## config.mk

```make
export PLATFORM = sky130hd
export DESIGN_NAME = csg_clock_ctrl
export DESIGN_NICKNAME = d
export VERILOG_FILES = /design/src/pkg/csg_pkg.sv /design/src/hdl/csg_clock_ctrl.sv
export SDC_FILE = /design/constraint.sdc
export NUM_CORES = 1
export LEC_CHECK = 0
export ABC_CLOCK_PERIOD_IN_PS = 5200
export CAP_MARGIN = 20
export CORE_MARGIN = 2
export CORE_UTILIZATION = 40
export DETAILED_ROUTE_END_ITERATION = 6
export DONT_BUFFER_PORTS = 1
export GPL_ROUTABILITY_DRIVEN = 1
export SYNTH_ARGS = -nofsm -noshare
export SYNTH_HDL_FRONTEND = slang
export SYNTH_SLANG_ARGS = --single-unit
export TNS_END_PERCENT = 1
```

## constraint.sdc

```tcl
create_clock -name i_clk -period 5.2 [get_ports i_clk]
set_input_delay 0.78 -clock i_clk [delete_from_list [all_inputs] [get_ports i_clk]]
set_output_delay 0.78 -clock i_clk [all_outputs]
set_load 0.01 [all_outputs]
```

## src/pkg/csg_pkg.sv

```systemverilog
package csg_pkg;
   // strap levels when nothing drives the pin
   localparam logic STRAP_PULL_LVL = 1'b1;
   localparam int MEM_CLK_COUNT = 12;
   localparam int CPU_TRUE_COUNT = 2;
   localparam int FREQ_SEL_W = 4;
   localparam int SYNC_STAGES = 3;
   // freq step: one code per step period
   localparam int STEP_TIME_US = 10;
   localparam int CLK_MHZ = 20;
   localparam int STEP_CYCLES = STEP_TIME_US * CLK_MHZ;
   // identity values are arbitrary
   localparam logic [7:0] VENDOR_ID_DEF = 8'h5a;
   localparam logic [7:0] DEVICE_ID_DEF = 8'h3c;
   localparam logic [7:0] REV_ID_DEF = 8'h01;

   typedef struct packed {
      logic mode;
      logic aux_rate;
      logic [FREQ_SEL_W-1:0] freq;
   } csg_straps_t;

   typedef struct packed {
      logic [7:0] vendor;
      logic [7:0] device;
      logic [7:0] rev;
   } csg_ident_t;

   typedef enum logic [1:0] {
      CSG_SAMPLE = 2'b00,
      CSG_WAIT = 2'b01,
      CSG_RUN = 2'b11
   } csg_state_t;
endpackage

```

## src/hdl/csg_clock_ctrl.sv

```systemverilog
`timescale 1ns/1ps
`default_nettype none
// Function
// - mode strap picks halt input or refclk
// - mode pin becomes bus clock after latch
// - halt low stops cpu and mem 0-11
// - free mem clock runs during halt
// - free mem clock stops on power-down
// - power-down stops all outputs, pulled up
// - freq straps sampled, pins set to drive after latch (no clock on them)
// - freq straps 0,1,3 default high
// - aux strap high 24MHz low 48MHz
// - aux strap pin becomes bus clock
// - second refclk only after strap latch
// - mem buffer input fans to thirteen outputs
// - freq change steps linearly, glitch free
// - power-down also enterable by host
// - identity values readable by host
module csg_clock_ctrl #(
   parameter int STEP_CYC = csg_pkg::STEP_CYCLES
) (
   input wire logic i_clk,
   input wire logic i_rst_n,
   input wire logic i_ref_clk,
   input wire logic i_bus_clk,
   input wire logic i_cpu_clk,
   input wire logic i_aux_clk_24,
   input wire logic i_aux_clk_48,
   input wire logic i_mem_clk_buffer_in,
   input wire logic i_mode_strap,
   input wire logic i_aux_rate_strap,
   input wire logic i_freq_strap_0,
   input wire logic i_freq_strap_1,
   input wire logic i_freq_strap_2,
   input wire logic i_freq_strap_3,
   input wire logic i_freq_strap_0_oe_n,
   input wire logic i_freq_strap_1_oe_n,
   input wire logic i_freq_strap_3_oe_n,
   input wire logic i_halt_pin,
   input wire logic i_power_down_n,
   input wire logic i_power_down_n_oe_n,
   input wire logic i_host_power_down,
   input wire logic i_host_freq_wr,
   input wire logic [csg_pkg::FREQ_SEL_W-1:0] i_host_freq,
   output logic o_latched,
   output csg_pkg::csg_straps_t o_straps,
   output csg_pkg::csg_ident_t o_ident,
   output logic [csg_pkg::FREQ_SEL_W-1:0] o_freq_sel,
   output logic o_pin2_oe_n,
   output logic o_pin2,
   output logic o_mode_pin,
   output logic o_mode_pin_oe_n,
   output logic o_aux_strap_pin,
   output logic o_aux_strap_pin_oe_n,
   output logic o_freq_pins_oe_n,
   output logic o_ref_clk_out_b,
   output logic o_aux_clk_out,
   output logic [csg_pkg::CPU_TRUE_COUNT-1:0] o_cpu_clk_true_out,
   output logic o_cpu_clk_comp_out,
   output logic [csg_pkg::MEM_CLK_COUNT-1:0] o_mem_clk_out,
   output logic o_mem_clk_free_out
);
   import csg_pkg::*;

   csg_state_t state_r, state_nxt;
   csg_straps_t straps_r;
   logic [SYNC_STAGES-1:0] halt_sync_r, pd_sync_r;
   logic halt_n_r, pd_n_r;
   logic [FREQ_SEL_W-1:0] freq_r, freq_tgt_r;
   logic [$clog2(STEP_CYC+1)-1:0] step_cnt_r;
   logic fs0_lvl, fs1_lvl, fs3_lvl, pd_pin_lvl;
   logic pd_all, halt_act, step_tick;

   // undriven pins read through the pull-up level
   assign fs0_lvl = i_freq_strap_0_oe_n ? STRAP_PULL_LVL : i_freq_strap_0;
   assign fs1_lvl = i_freq_strap_1_oe_n ? STRAP_PULL_LVL : i_freq_strap_1;
   assign fs3_lvl = i_freq_strap_3_oe_n ? STRAP_PULL_LVL : i_freq_strap_3;
   assign pd_pin_lvl = i_power_down_n_oe_n ? STRAP_PULL_LVL : i_power_down_n;

   // latch sequence: sample one cycle after release, then hand pins back
   always_comb begin
      case (state_r)
         CSG_SAMPLE: state_nxt = CSG_WAIT;
         CSG_WAIT: state_nxt = CSG_RUN;
         CSG_RUN: state_nxt = CSG_RUN;
         default: state_nxt = CSG_RUN;
      endcase
   end

   always_ff @(posedge i_clk or negedge i_rst_n) begin
      if (!i_rst_n) begin
         state_r <= CSG_SAMPLE;
      end else begin
         state_r <= state_nxt;
      end
   end

   // straps caught once by a clocked process after release; never again
   always_ff @(posedge i_clk or negedge i_rst_n) begin
      if (!i_rst_n) begin
         straps_r <= '1;
      end else if (state_r == CSG_SAMPLE) begin
         straps_r.mode <= i_mode_strap;
         straps_r.aux_rate <= i_aux_rate_strap;
         straps_r.freq <= {fs3_lvl, i_freq_strap_2, fs1_lvl, fs0_lvl};
      end
   end

   // three-stage sync; second and third must agree before a change counts
   always_ff @(posedge i_clk or negedge i_rst_n) begin
      if (!i_rst_n) begin
         halt_sync_r <= '1;
         pd_sync_r <= '1;
         halt_n_r <= 1'b1;
         pd_n_r <= 1'b1;
      end else begin
         halt_sync_r <= {halt_sync_r[SYNC_STAGES-2:0], i_halt_pin};
         pd_sync_r <= {pd_sync_r[SYNC_STAGES-2:0], pd_pin_lvl};
         if (halt_sync_r[1] == halt_sync_r[2]) begin
            halt_n_r <= halt_sync_r[2];
         end
         if (pd_sync_r[1] == pd_sync_r[2]) begin
            pd_n_r <= pd_sync_r[2];
         end
      end
   end

   assign o_latched = (state_r == CSG_RUN);
   // halt input only exists when the mode strap chose input
   assign halt_act = o_latched && !straps_r.mode && !halt_n_r;
   assign pd_all = !pd_n_r || i_host_power_down;

   // step timer; one code per tick so the pll walks in small steps
   assign step_tick = (step_cnt_r == ($bits(step_cnt_r))'(STEP_CYC - 1));
   always_ff @(posedge i_clk or negedge i_rst_n) begin
      if (!i_rst_n) begin
         step_cnt_r <= '0;
      end else begin
         step_cnt_r <= step_tick ? '0 : step_cnt_r + 1'b1;
      end
   end

   // frequency code: loads from straps, then walks toward host target
   always_ff @(posedge i_clk or negedge i_rst_n) begin
      if (!i_rst_n) begin
         freq_r <= '1;
         freq_tgt_r <= '1;
      end else if (state_r == CSG_WAIT) begin
         freq_r <= straps_r.freq;
         freq_tgt_r <= straps_r.freq;
      end else if (o_latched) begin
         if (i_host_freq_wr) begin
            freq_tgt_r <= i_host_freq;
         end
         if (step_tick && freq_r < freq_tgt_r) begin
            freq_r <= freq_r + 1'b1;
         end else if (step_tick && freq_r > freq_tgt_r) begin
            freq_r <= freq_r - 1'b1;
         end
      end
   end

   assign o_freq_sel = freq_r;
   assign o_straps = straps_r;
   assign o_ident = '{vendor: VENDOR_ID_DEF, device: DEVICE_ID_DEF, rev: REV_ID_DEF};

   // pin directions: inputs until latch, outputs after, except pin2 stays input when mode strap is low (oe low = driving)
   assign o_pin2_oe_n = !(o_latched && straps_r.mode);
   assign o_pin2 = o_latched && straps_r.mode && !pd_all && i_ref_clk;
   assign o_mode_pin_oe_n = !o_latched;
   assign o_mode_pin = o_latched && !pd_all && i_bus_clk;
   assign o_aux_strap_pin_oe_n = !o_latched;
   assign o_aux_strap_pin = o_latched && !pd_all && i_bus_clk;
   assign o_freq_pins_oe_n = !o_latched;
   assign o_ref_clk_out_b = o_latched && !pd_all && i_ref_clk;
   assign o_aux_clk_out = o_latched && !pd_all &&
                          (straps_r.aux_rate ? i_aux_clk_24 : i_aux_clk_48);

   // gating is combinational: clocks pass the and gate, no flop delay
   assign o_cpu_clk_true_out = {CPU_TRUE_COUNT{!pd_all && !halt_act && i_cpu_clk}};
   assign o_cpu_clk_comp_out = !pd_all && !halt_act && !i_cpu_clk;
   assign o_mem_clk_out = {MEM_CLK_COUNT{!pd_all && !halt_act && i_mem_clk_buffer_in}};
   assign o_mem_clk_free_out = !pd_all && i_mem_clk_buffer_in;

   property p_strap_hold;
      @(posedge i_clk) disable iff (!i_rst_n)
      o_latched |=> $stable(straps_r);
   endproperty
   a_strap_hold: assert property (p_strap_hold) else $error("straps changed after latch");

   property p_latch_time;
      @(posedge i_clk) disable iff (!i_rst_n)
      (state_r == CSG_SAMPLE) |-> ##2 o_latched;
   endproperty
   a_latch_time: assert property (p_latch_time) else $error("latch not done in two cycles");

   property p_halt_cpu;
      @(posedge i_clk) disable iff (!i_rst_n)
      halt_act |-> (o_cpu_clk_true_out == '0) && !o_cpu_clk_comp_out && (o_mem_clk_out == '0);
   endproperty
   a_halt_cpu: assert property (p_halt_cpu) else $error("clock ran during halt");

   property p_free_runs;
      @(posedge i_clk) disable iff (!i_rst_n)
      (halt_act && !pd_all) |-> (o_mem_clk_free_out == i_mem_clk_buffer_in);
   endproperty
   a_free_runs: assert property (p_free_runs) else $error("free clock stopped by halt");

   property p_pd_stop;
      @(posedge i_clk) disable iff (!i_rst_n)
      pd_all |-> !o_mem_clk_free_out && !o_aux_clk_out && !o_ref_clk_out_b && !o_mode_pin;
   endproperty
   a_pd_stop: assert property (p_pd_stop) else $error("clock ran in power-down");

   property p_pd_pin;
      @(posedge i_clk) disable iff (!i_rst_n)
      (!pd_sync_r[2] && !pd_sync_r[1]) |=> (o_cpu_clk_true_out == '0);
   endproperty
   a_pd_pin: assert property (p_pd_pin) else $error("pin power-down ignored");

   property p_host_pd;
      @(posedge i_clk) disable iff (!i_rst_n)
      i_host_power_down |-> !o_cpu_clk_comp_out && (o_mem_clk_out == '0);
   endproperty
   a_host_pd: assert property (p_host_pd) else $error("host power-down ignored");

   property p_step;
      @(posedge i_clk) disable iff (!i_rst_n)
      (o_latched && $past(o_latched)) |-> (freq_r - $past(freq_r) == 4'h1) ||
         ($past(freq_r) - freq_r == 4'h1) || (freq_r == $past(freq_r));
   endproperty
   a_step: assert property (p_step) else $error("frequency jumped more than one step");

   property p_pin_dir;
      @(posedge i_clk) disable iff (!i_rst_n)
      !o_latched |-> o_mode_pin_oe_n && o_aux_strap_pin_oe_n && o_freq_pins_oe_n && o_pin2_oe_n;
   endproperty
   a_pin_dir: assert property (p_pin_dir) else $error("strap pin driven before latch");
endmodule
`default_nettype wire

```

Word level (Yosys, flattened, before mapping)

Index checks and enable logic that the tools add are counted.
Widths: inputs -> output; s select.

Logic and storage cells: 66
Input port bits: 26
Register bits: 32

Reduce and logical (&&, ||, !) cells: 31
Mux-type cells: 14
Equality and inequality tests: 5
Add/sub/neg operators: 3
Order comparisons: 2

Operators by type and width:

| cell                | number |
|---|---|
| $mux 4              | 7 |
| $logic_and 1x1->1   | 16 |
| $add 8x1->8 const B | 1 |
| $eq 8x8->1 const B  | 1 |
| $logic_not 1->1     | 8 |
| $mux 8              | 1 |
| $mux 1              | 5 |
| $add 4x1->4 const B | 1 |
| $gt 4x4->1          | 1 |
| $lt 4x4->1          | 1 |
| $reduce_and 2->1    | 2 |
| $reduce_bool 2->1   | 2 |
| $sub 4x1->4 const B | 1 |
| $reduce_bool 3->1   | 1 |
| $eq 1x1->1          | 2 |
| $eq 2x1->1 const B  | 1 |
| $eq 2x2->1 const B  | 1 |
| $logic_not 2->1     | 1 |
| $mux 2              | 1 |
| $logic_or 1x1->1    | 1 |

Longest topological paths before layout

Depth after elaboration: 6
Gate-level depth with buffers: 11
Mapped depth without buffers: 11

Worst setup path after synthesis

Ideal clock, no wire load.

Path type: in2out
Start point: input port i_host_power_down
End point: output port o_mem_clk_out[10] in the netlist's numbering
Arrival time: 2098 ps
Path buffers: 1
Path slack: 2322 ps
Stages: 3
Data required time: 4420 ps
Cell sequence: nand2b_1 nor3_1 buf_4

Cells in the longest elaborated chain, start to end: 4

Ends and longest elaborated chain:

| item                           | RTL line              | source |
|---|---|---|
| from (decl)                    | csg_clock_ctrl.sv:42  | `input wire logic i_host_power_down,` |
| $logic_or 1x1->1               | csg_clock_ctrl.sv:131 | `assign pd_all = !pd_n_r \|\| i_host_power_down;` |
| $logic_not 1->1                | csg_clock_ctrl.sv:182 | `assign o_mem_clk_out = {MEM_CLK_COUNT{!pd_all && !halt_act && i_mem_clk_buffer_in}};` |
| $logic_and 1x1->1 (2 in a row) | csg_clock_ctrl.sv:182 |  |
| to (decl)                      | csg_clock_ctrl.sv:60  | `output logic [csg_pkg::MEM_CLK_COUNT-1:0] o_mem_clk_out,` |

Every way passes these cells.

Final worst setup path

Start point: register state_r[0]
End point: output port o_mem_clk_out[2] in the netlist's numbering

Cells in the longest elaborated chain, start to end: 6

Ends and longest elaborated chain:

| item                           | RTL line              | source |
|---|---|---|
| from (decl)                    | csg_clock_ctrl.sv:65  | `csg_state_t state_r, state_nxt;` |
| from (signal assigned)         | csg_clock_ctrl.sv:94  | `state_r <= state_nxt;` |
| $eq 2x2->1                     | csg_clock_ctrl.sv:128 | `assign o_latched = (state_r == CSG_RUN);` |
| $logic_and 1x1->1 (2 in a row) | csg_clock_ctrl.sv:130 | `assign halt_act = o_latched && !straps_r.mode && !halt_n_r;` |
| $logic_not 1->1                | csg_clock_ctrl.sv:182 |  |
| $logic_and 1x1->1 (2 in a row) | csg_clock_ctrl.sv:182 |  |

Every way passes these cells.

==> impl_metrics.json <==
{
  "outcome": "finished clean",
  "instances_no_fill": 254,
  "setup_violations": 0,
  "max_stage_delay_ns": 0.73,
  "design_area_mm2": 0.00195,
  "register_area_um2": 828,
  "grt_max_degree": 33,
  "cts-root-buf": "clkbuf_8",
  "rows": 25,
  "post-route-drc-count": 0,
  "ys_seq_elements": 32,
  "powerDensity_mw_per_mm2": 317,
  "critPathSlowestCell": "nor3_2",
  "place_hpwl_um": 2490,
  "synth.most_common_cell": "buf_4",
  "syn_avg_cell_area_um2": 9.88,
  "die_height_um": 73.8,
  "finalCritPeriodShare": 0.600,
  "clk_pin_slew_ns": 0.07,
  "syn_to_final_growth_pct": 0.000154,
  "skew_ns": 0.00659,
  "insertedDiodeCount": 0,
  "ys.flop_type": "dfstp_2",
  "nets": 220,
  "wl_um": 3300,
  "maxCapViolCount": 0,
  "crit_chain": "nand2_1 > nor3_1 > nor3_2 > buf_16",
  "io_pins": 86,
  "die-width_um": 73.8,
  "tightest_slew_ns": 0.926,
  "drive_above_1_share": 0.219,
  "cts.sinks": 32,
  "synth_edf_count": 0,
  "r2r-start": "o_freq_sel[2]",
  "pre_cts_slack_ns": 2.28,
  "cp-end-kind": "output pin",
  "dieArea_mm2": 0.00544,
  "worst_slack_ns": 2.08,
  "worstPathMaxFanout": 9,
  "max_freq_mhz": 321,
  "port_buffers": 0,
  "cts-buffers-inserted": 5,
  "synth_top_area_frac": 0.297,
  "grt_pass1_vias": 1108,
  "core_area_mm2": 0.00472,
  "synthTopCellsByArea": "dfstp_2 (30%), buf_4 (15%), dfrtp_1 (13%), ha_1 (4.5%), nor2_1 (3.5%)",
  "start_util": 0.412,
  "r2r_cells": 10,
  "reg2reg_to": "o_freq_sel[3]",
  "p_leak_nw": 0.848,
  "syn-cell-area_mm2": 0.00195,
  "startpoint_type": "flip-flop",
  "grt_use_total": 0.131,
  "power.total_mw": 0.618,
  "vias_per_cell": 4.76,
  "finalMaxSlewViolations": 0,
  "grt_pass1_wl_um": 5290,
  "finalHoldViolCount": 0,
  "place_inst": 246,
  "crit_arrival_ns": 2.34,
  "path_buf_inv": 1,
  "rrSetupSlack_ns": 2.28,
  "drt_iter0_drc": 65,
  "grt-ovfl-total": 0,
  "synthDistinctLibCells": 42,
  "cts_resized": 0,
  "firstDrtPassIters": 4,
  "final_util": 0.412,
  "multi_input_area_um2": 858,
  "place_area_mm2": 0.00184,
  "min_path_type": "input port to asynchronous set/reset pin",
  "cts-htree-levels": 2,
  "cts_setup_buffers": 0,
  "clk_path_buf_depth": 2,
  "fillers": 469,
  "critPathTopFamily": "simple AND/OR/NAND/NOR gates",
  "routedWlPerCell_um": 13.0,
  "place.gp.congestion": 0.711,
  "netlist_instances": 197,
  "antenna_found_initial": 0,
  "whs_ns": 0.188,
  "slew_headroom": 0.379,
  "min_period_ns": 3.12,
  "synthTopCellsByCount": "buf_4 (40), dfstp_2 (22), nor2_1 (18)",
  "rsz0062_at_grt": "no",
  "cts_hold_buffers": 0,
  "yosys.area.top_type": "dfstp_2",
  "cts_tree": "yes",
  "tns_ns": 0,
  "postRouteAntennaNets": 0,
  "num_vias": 1209,
  "synthArstFlopShare": 1.00,
  "ys_seq_area_frac": 0.425,
  "ir_drop_v": 0.000166,
  "worstSetupPathType": "flip-flop to output pin",
  "yosysWarnings": 0,
  "worstPathRequired_ns": 4.42,
  "insertion_delay_ns": 0.28
}
layout by cell type (no fill, tap or decap), drive strengths merged, types with 2 or more instances in the layout:
cell	count
conb	25
dfstp	22
nor2	19
inv	11
o21ai	10
nand2	10
dfrtp	10
a21oi	9
ha	7
clkbuf	6
nand3	5
or3	5
nor3	5
xor2	4
xnor2	3
mux2	3
and2	3
nand4b	2
a21o	2
and3	2
mux2i	2
nor2b	2
maj3	2
nor3b	2
layer usage:
| metal | vias up | track usage | routed length, µm |
|---|---|---|---|
| li1 | 575 | - | - |
| met1 | 590 | 0.172 | 1540 |
| met2 | 39 | 0.195 | 1570 |
| met3 | 5 | 0.0590 | 161 |
| met4 | 0 | 0.0364 | 32 |
| met5 | - | 0 | 0 |
power by group:
part | leakage (nW) | internal [mW] | switching, mW
registers | 0.349 | 0.279 | 0.0233
logic | 0.444 | 0.0348 | 0.0509
clock network | 0.0552 | 0.142 | 0.0883
total | 0.848 | 0.456 | 0.162
cell type report:
| cell class | count | area share |
|---|---|---|
| clock buffer | 6 | 0.0373 |
| sequential | 32 | 0.425 |
| clock inverter | 2 | 0.0180 |
| inverter | 11 | 0.0212 |
| timing repair buffer | 1 | 0.0141 |
| tap | 67 | 0.0431 |
| multi-input combinational | 135 | 0.441 |
cell families (layout without fill, tap and decap cells):
kind of cell             count (synthesis)  after routing  share of synthesized area
XOR/XNOR                                 7              7                     0.0315
adder cells (fa/ha/maj)                 10             10                     0.0656
AND/OR/NAND/NOR                         60             60                      0.166
buffers and inverters                   53             20                      0.181
other                                    2             25                    0.00386
multiplexers                             5              5                     0.0276
flip-flops                              32             32                      0.425
AO/OA/AOI/OAI                           28             28                     0.0990
registers in the layout, summed over array words and instances, names as in the netlist:
register     cells
halt_n_r         1
pd_n_r           1
halt_sync_r      3
o_freq_sel       4
freq_tgt_r       4
pd_sync_r        3
o_straps         6
state_r          2
step_cnt_r       8
how the worst max path moves through the flow:
stage,startpoint,endpoint,slack (ns),cells past startpoint
after CTS,state_r[0],o_mem_clk_out[2],2.06,4
after detailed placement,o_freq_sel[2],o_freq_sel[3],2.28,10
final,state_r[0],o_mem_clk_out[2],2.08,4
after global routing,state_r[0],o_mem_clk_out[2],1.88,4
after floorplan,i_host_power_down,o_mem_clk_out[10],2.32,3
after global placement,freq_tgt_r[2],o_freq_sel[3],2.35,11
Power figures use the tool's default switching activity.
